==> src/rtl/sld_pkg.sv <==
// Constants for the serial-in latched sink driver.
// Assumes one 100 MHz core clock; all pins are asynchronous to it.
// Function
// - Each rising shift clock edge loads the data input into stage 0 and moves bits on.
// - An eight-stage serial-in parallel-out shift register feeds an eight-bit latch.
// - Each rising latch clock edge copies every shift stage into its latch bit.
// - While the clear input is low, shift register, latch and remainder are cleared.
// - Latch contents reach the sink outputs only while the clear input is high.
// - Enable low drives each sink from its latch bit; enable high turns all sinks off.
// - The last shift stage appears on the cascade output for the next device.
// - A check remainder is kept over shifted bits and six bits of it are read back.
package sld_pkg;

    // =====================================================
    // Widths
    localparam int SR_W  = 8;
    localparam int CRC_W = 6;
    localparam int PIN_W = 6;

    // =====================================================
    // Synchronised pin positions
    localparam int PIN_SCLK = 0;
    localparam int PIN_SDI  = 1;
    localparam int PIN_LCLK = 2;
    localparam int PIN_CLRN = 3;
    localparam int PIN_ENN  = 4;
    localparam int PIN_RBM  = 5;

    // =====================================================
    // Reset values
    localparam logic [PIN_W-1:0] PIN_RST   = 6'h10;
    localparam logic [SR_W-1:0]  SR_RST    = 8'h00;
    localparam logic [CRC_W-1:0] CRC_INIT  = 6'h00;
    localparam logic [CRC_W-1:0] CRC_POLY  = 6'h03;
    localparam logic [SR_W-1:0]  SINK_LOW  = 8'h00;

endpackage

==> src/rtl/sld_buf.sv <==
// Two-entry read-back buffer with valid and ready on both sides.
// Assumes the filler and the drain share the core clock.
`timescale 1ns/100ps
`default_nettype none
module sld_buf #(
    parameter int DW = sld_pkg::CRC_W
) (
    // Clock and reset
    input  wire logic          core_clk_i,
    input  wire logic          sys_rst_i,
    // Fill side
    input  wire logic [DW-1:0] in_data_i,
    input  wire logic          in_valid_i,
    output logic               in_ready_o,
    // Drain side
    output logic [DW-1:0]      out_data_o,
    output logic               out_valid_o,
    input  wire logic          out_ready_i
);

    typedef struct packed {
        logic [DW-1:0] head;
        logic          head_v;
        logic [DW-1:0] spare;
        logic          spare_v;
    } sld_buf_t;

    sld_buf_t st_r;
    sld_buf_t st_nxt;

    logic pop;
    logic push;

    // =====================================================
    // Next state
    always_comb begin
        st_nxt = st_r;
        pop    = st_r.head_v & out_ready_i;
        push   = in_valid_i & ~st_r.spare_v;
        if (pop) begin
            st_nxt.head    = st_r.spare;
            st_nxt.head_v  = st_r.spare_v;
            st_nxt.spare_v = 1'b0;
        end
        if (push) begin
            if (!st_nxt.head_v) begin
                st_nxt.head   = in_data_i;
                st_nxt.head_v = 1'b1;
            end else begin
                st_nxt.spare   = in_data_i;
                st_nxt.spare_v = 1'b1;
            end
        end
    end

    always_ff @(posedge core_clk_i) begin
        if (sys_rst_i) begin
            st_r <= '0;
        end else begin
            st_r <= st_nxt;
        end
    end

    assign in_ready_o  = ~st_r.spare_v;
    assign out_data_o  = st_r.head;
    assign out_valid_o = st_r.head_v;
endmodule
`default_nettype wire

==> src/rtl/sld_top.sv <==
// Serial-in latched sink driver: shift chain, storage latch, sink drives.
// Assumes all pin inputs are asynchronous and far slower than the core clock.
`timescale 1ns/100ps
`default_nettype none
module sld_top (
    // Clock and reset
    input  wire logic                       core_clk_i,
    input  wire logic                       sys_rst_i,
    // Serial link pins
    input  wire logic                       shift_clock_i,
    input  wire logic                       shift_data_input_i,
    input  wire logic                       latch_clock_i,
    input  wire logic                       register_clear_n_i,
    input  wire logic                       drive_enable_n_i,
    input  wire logic                       readback_mode_i,
    // Cascade
    output logic                            cascade_output_o,
    // Open-drain sinks
    output logic [sld_pkg::SR_W-1:0]        sink_output_o,
    output logic [sld_pkg::SR_W-1:0]        sink_output_oe_o,
    // Read-back stream
    output logic [sld_pkg::CRC_W-1:0]       readback_data_o,
    output logic                            readback_valid_o,
    input  wire logic                       readback_ready_i
);

    typedef struct packed {
        logic [sld_pkg::PIN_W-1:0] meta;
        logic [sld_pkg::PIN_W-1:0] sync;
        logic                      sclk_q;
        logic                      lclk_q;
        logic [sld_pkg::SR_W-1:0]  shreg;
        logic [sld_pkg::SR_W-1:0]  latch;
        logic [sld_pkg::CRC_W-1:0] crc;
        logic                      rb_pend;
        logic [sld_pkg::CRC_W-1:0] rb_word;
        logic                      casc;
        logic [sld_pkg::SR_W-1:0]  sink_oe;
    } sld_state_t;

    sld_state_t st_r;
    sld_state_t st_nxt;

    logic                      sclk_rise;
    logic                      lclk_rise;
    logic                      clr_n;
    logic                      en_n;
    logic                      sdi;
    logic                      rb_mode;
    logic                      buf_ready;
    logic [sld_pkg::CRC_W-1:0] crc_step;
    logic                      crc_fb;

    // =====================================================
    // Decoded synchronised pins
    always_comb begin
        sclk_rise = st_r.sync[sld_pkg::PIN_SCLK] & ~st_r.sclk_q;
        lclk_rise = st_r.sync[sld_pkg::PIN_LCLK] & ~st_r.lclk_q;
        clr_n     = st_r.sync[sld_pkg::PIN_CLRN];
        en_n      = st_r.sync[sld_pkg::PIN_ENN];
        sdi       = st_r.sync[sld_pkg::PIN_SDI];
        rb_mode   = st_r.sync[sld_pkg::PIN_RBM];
        crc_fb    = st_r.crc[sld_pkg::CRC_W-1] ^ sdi;
        crc_step  = {st_r.crc[sld_pkg::CRC_W-2:0], 1'b0}
                    ^ (crc_fb ? sld_pkg::CRC_POLY : sld_pkg::CRC_INIT);
    end

    // =====================================================
    // Next state
    always_comb begin
        st_nxt = st_r;
        // Two-stage synchronisers, edge history from the second stage
        st_nxt.meta   = {readback_mode_i, drive_enable_n_i, register_clear_n_i,
                         latch_clock_i, shift_data_input_i, shift_clock_i};
        st_nxt.sync   = st_r.meta;
        st_nxt.sclk_q = st_r.sync[sld_pkg::PIN_SCLK];
        st_nxt.lclk_q = st_r.sync[sld_pkg::PIN_LCLK];

        if (!clr_n) begin
            st_nxt.shreg   = sld_pkg::SR_RST;
            st_nxt.latch   = sld_pkg::SR_RST;
            st_nxt.crc     = sld_pkg::CRC_INIT;
            st_nxt.rb_pend = 1'b0;
        end else begin
            // Latch samples the chain before this cycle's shift
            if (lclk_rise) begin
                st_nxt.latch = st_r.shreg;
            end
            if (sclk_rise) begin
                st_nxt.shreg = {st_r.shreg[sld_pkg::SR_W-2:0], sdi};
                st_nxt.crc   = crc_step;
            end
            // Read-back request waits while the buffer is full
            if (st_r.rb_pend && buf_ready) begin
                st_nxt.rb_pend = 1'b0;
            end
            if (lclk_rise && rb_mode && !st_r.rb_pend) begin
                st_nxt.rb_pend = 1'b1;
                st_nxt.rb_word = st_r.crc;
                // Same-cycle shift bit starts the new remainder from zero
                st_nxt.crc     = (sclk_rise && sdi) ? sld_pkg::CRC_POLY : sld_pkg::CRC_INIT;
            end
        end

        st_nxt.casc = st_r.shreg[sld_pkg::SR_W-1];
        // Sinks follow the latch only with clear high and enable low
        if (!clr_n || en_n) begin
            st_nxt.sink_oe = sld_pkg::SINK_LOW;
        end else begin
            st_nxt.sink_oe = st_r.latch;
        end
    end

    always_ff @(posedge core_clk_i) begin
        if (sys_rst_i) begin
            st_r         <= '0;
            st_r.meta    <= sld_pkg::PIN_RST;
            st_r.sync    <= sld_pkg::PIN_RST;
        end else begin
            st_r <= st_nxt;
        end
    end

    // =====================================================
    // Read-back buffer
    sld_buf #(
        .DW (sld_pkg::CRC_W)
    ) u_buf (
        .core_clk_i  (core_clk_i),
        .sys_rst_i   (sys_rst_i),
        .in_data_i   (st_r.rb_word),
        .in_valid_i  (st_r.rb_pend),
        .in_ready_o  (buf_ready),
        .out_data_o  (readback_data_o),
        .out_valid_o (readback_valid_o),
        .out_ready_i (readback_ready_i)
    );

    // =====================================================
    // Outputs
    assign cascade_output_o = st_r.casc;
    assign sink_output_o    = sld_pkg::SINK_LOW;
    assign sink_output_oe_o = st_r.sink_oe;
endmodule
`default_nettype wire

==> config.mk <==
export PLATFORM = sky130hd
export DESIGN_NAME = sld_top
export DESIGN_NICKNAME = d
export VERILOG_FILES = /design/src/rtl/sld_pkg.sv /design/src/rtl/sld_buf.sv /design/src/rtl/sld_top.sv
export SDC_FILE = /design/constraint.sdc
export NUM_CORES = 1
export LEC_CHECK = 0
export BUFFER_PORTS_ARGS = -buffer_cell sky130_fd_sc_hd__buf_2
export CORE_MARGIN = 2
export CORE_UTILIZATION = 50
export DETAILED_ROUTE_END_ITERATION = 8
export PLACE_DENSITY = 0.77
export SLEW_MARGIN = 25
export SYNTH_ARGS = -nofsm -noshare
export SYNTH_HDL_FRONTEND = slang
export SYNTH_SLANG_ARGS = --single-unit
==> constraint.sdc <==
create_clock -name core_clk_i -period 1.2 [get_ports core_clk_i]
set_clock_uncertainty 0.05 [all_clocks]
set_input_delay 0.18 -clock core_clk_i [delete_from_list [all_inputs] [get_ports core_clk_i]]
set_output_delay 0.18 -clock core_clk_i [all_outputs]
set_load 0.03 [all_outputs]
Yosys cells after proc, flatten, opt, wreduce, memory -nomap -nowiden:

Index checks and enable logic that the tools add are counted.

* register bits: 66
* word-level logic and storage cells: 48
* output and inout bits: 24
* input bits: 9

* reductions and logical operators: 13
* multiplexer cells: 10
* bitwise logic cells: 10

Operator list (number)
* 7-bit two-way mux: 3
* 14-bit two-way mux: 1
* 13-bit two-way mux: 1
* 6-bit two-way mux: 1
* 6-bit by 2-bit bitwise XOR with 6-bit output: 1
* 1-bit bitwise AND: 4
* 1-bit logical AND: 4
* 2-bit two-way mux: 2
* 1-bit inverter: 4
* 2-bit AND reduction: 2
* 2-bit nonzero test: 2
* 2-bit OR reduction: 2
* 1-bit zero test: 2
* 1-bit two-way mux: 2
* 1-bit logical OR: 1
* 1-bit bitwise XOR: 1

Logic depth before layout (Yosys ltp):

* word-level depth: 5
* mapped depth: 5
* gate-level depth less buffers: 3

Hierarchy:

A second synthesis with hierarchy kept.

* cell total of the unflattened synthesis: 278
* area, all modules: 2549.9 µm²

Modules (own cells, without submodules)
* sld_top: sequential area each 1041.0 µm², instances 1, area an instance 1863.0 µm², cells an instance 205
* sld_buf: sequential area each 280.3 µm², instances 1, area an instance 686.9 µm², cells an instance 73

Worst setup path after synthesis:

No wires, ideal clock.

* path type: reg2reg
* start: register u_buf.st_r (netlist bit u_buf.out_valid_o)
* end: register u_buf.st_r[1] (netlist bit)
* path buffers: 2
* stages on the path, launching flop included: 6
* setup time: 128 ps
* data required time: 1022 ps
* clock period less this slack: 1598 ps
* slack: -398 ps
* arrival: 1421 ps
* cell sequence: dfxtp_1 buf_2 nor4bb_1 buf_2 mux2i_1 nor2_1

* longest elaborated chain between the ends: 3

RTL lines
* start, declared: line sld_buf.sv:28 `sld_buf_t st_r;`
* start signal, assigned: line sld_buf.sv:60 `st_r <= st_nxt;`
* 1-bit bitwise AND: line sld_buf.sv:38 `pop = st_r.head_v & out_ready_i;`
* 7-bit two-way mux (*): line sld_buf.sv:40 `if (pop) begin`
* 2-bit AND reduction (no source line) (*)

Every way passes the cells marked *; elsewhere a longest branch is shown, timed or not.
A chain may end at the register's enable or synchronous reset.

Final worst setup path:

* start: register u_buf.st_r (netlist bit u_buf.out_valid_o)
* end: register u_buf.st_r[4] (netlist bit)

The elaborated chain is that of the path after synthesis.

==> metrics <==
Hold Crit Class=in2reg; Port Buffer Count=24; Yosys warnings=0; VDD IR max=0.8541 mV; Vias/cell=4.847; clk_lat worst skew=330 ps; highest-delay cell along the critical path=dfxtp_4; TritonCTS clock tree=built; level count of the clock H-tree=3; Min Clock Period, post-route=1246 ps; Post-Synthesis Cells=268; core outline area=0.004755 mm²; slowest stage delay, CP=370 ps; Final Util=0.6176; Leak=1.088 nW; grt ovf=0; vias in the first global route=1645; cts bufs inserted=9; Critical Path AT=1410 ps; setup tns final=-294.8 ps; Initial Util=0.5247; die height=74.64 µm; Final setup viols=7; ant diodes=0; Root Buffer=clkbuf_8; sequential area share after synthesis=0.5296; average size of a mapped cell=9.309 µm²; largest cells by area after synthesis=dfxtp_1 53%, buf_4 6.6%, mux2i_1 5.6%; crit-path cells=nor4bb_4 > buf_6 > mux2i_1 > nor2_1; post-route ant nets=0; setup ws final=-46.10 ps; crit path kind=reg2reg; CP top delay family=flip-flops; DRC errors left=0; post-detail-place hpwl=2723 µm; status=finished, violations left; Distinct cells, synth=29; violated checks=negative setup slack; crit-path max FO=7; Worst setup SP type=flip-flop; die footprint=0.005571 mm²; Cell Pwr Density=1368 mW/mm²; gp weighted congestion=0.8250; RSZ-0062 raised after global routing=true; synthesized area=0.002495 mm²; Worst EP required=1370 ps; synthesized flop and latch total=66; Worst-path clk slew=70 ps; initial antenna violation count=0; share of cells above drive strength 1=0.2600; iteration count of the initial detailed-routing pass=4; Die W=74.64 µm; worst path bufs/invs=1; Nets=304; Area Growth Syn to Fin=17.70%; WL/cell=11.51 µm; most frequent cells in the layout=62 x dfxtp_1, 32 x nand2_1, 24 x buf_2, 21 x a21oi_1, 18 x buf_4; Final Routed Wirelength=4223 µm; Max-Cap Viols=0; top-area cell type share of the netlist area=0.5296; leading area contributor after synthesis=dfxtp_1; Period Utilization, post-route=1.038; IO Count=33; max-slew violations=0; via count=1779; global-route wire length before repair=7203 µm; Clock Sinks=66; Detailed Route Iter0 Violations=75; Fin. Hold Viols=0; CTS max path bufs=2; most common cell after layout, fill and taps aside=dfxtp_1; FMAX=802.5 MHz; num rows=25; Worst Setup End Kind=flip-flop; GRT Util Overall=0.1715; largest net degree at the start of global routing=22
## sequential cells by signal (all words and copies together), names as in the netlist
register,cells
st_r,30
st_nxt,9
sink_output_oe_o,8
u_buf.st_r,7
u_buf.out_data_o,6
cascade_output_o,1
clr_n,1
en_n,1
rb_mode,1
sdi,1
u_buf.out_valid_o,1
## power by group
part           leakage [nW]  internal, W  total [W]  switching [W]
clock network        0.0847     0.000804    0.00165       0.000842
registers             0.537      0.00220    0.00221     0.00000777
logic                 0.467    0.0000594   0.000159       0.000100
## final timing paths
check | startpoint | end | slack (ps) | cells past startpoint
max | u_buf.out_valid_o | u_buf.st_r[4] | -50 | 4
min | register_clear_n_i | st_nxt[43] | 10 | 2
max reg2reg | u_buf.out_valid_o | u_buf.st_r[4] | -50 | 4
min reg2reg | st_nxt[44] | en_n | 360 | 1
## worst reg2reg max path, delay by kind of cell, from the launching register on
family / cells / cell delay (ps)
DFF: 1 / 370
and+or+nand+nor: 2 / 360
buffers and inverters: 1 / 180
muxes: 1 / 180
## cell usage after synthesis, drive strengths merged
| master | instances |
|---|---|
| nand2b | 3 |
| nand2 | 33 |
| conb | 1 |
| nand4b | 1 |
| a21oi | 21 |
| nor3 | 6 |
| mux2i | 14 |
| xnor2 | 1 |
| a311oi | 6 |
| dfxtp | 66 |
| inv | 3 |
| nand4bb | 1 |
| nor2b | 17 |
| nand3 | 14 |
| buf | 31 |
| nand4 | 2 |
| o21ai | 7 |
| clkbuf | 8 |
| and2 | 8 |
| nor4bb | 1 |
| or4b | 1 |
| o211ai | 2 |
| or2 | 3 |
| and4bb | 2 |
| nor2 | 16 |
## metal layers
metal / global-route usage / wire length [µm]
met5: 0 / 0
met2: 0.2566 / 1922
met4: 0.09722 / 50
met1: 0.2202 / 2028
met3: 0.05355 / 221
## through the flow
step	worst slack, ps	instance area, µm²	total power (W)	std cells	hold WS (ps)
after global routing	-151.6	2937	0.004193	367	9.922
after global placement	-22.61	2663	0.002411	348	313.7
after CTS	-53.21	2875	0.004060	367	4.046
final	-46.10	2937	0.004016	367	13.00
after detailed placement	-44.65	2663	0.002413	348	316.6
after floorplan	-114.9	2546	0.002389	275	233.8
## cell type report
cell class	instances	area, µm²
clock inverters	6	41.29
inverters	3	11.26
clock buffers	10	137.6
fillers	422	1818
multi-input cells	167	1001
well taps	67	83.83
repair buffers	48	327.8
flip-flops and latches	66	1334
## cell families after synthesis
logic type	Yosys count	share of synthesized area
simple gates	108	0.2227
flops	66	0.5296
xor+xnor	1	0.003511
compound gates	36	0.08325
buf+inv	42	0.1033
other cells	1	0.001503
mux	14	0.05617
## timing repair
| item | 4_1_cts | 5_1_grt |
|---|---|---|
| pin swaps | 5 | 5 |
| resized for setup | 2 | 15 |
| buffers inserted | 0 | 1 |
| hold buffers | 3 | 0 |
| setup endpoints to repair | 13 | 17 |
| hold endpoints to repair | 3 | 0 |
Power figures use the tool's default switching activity.
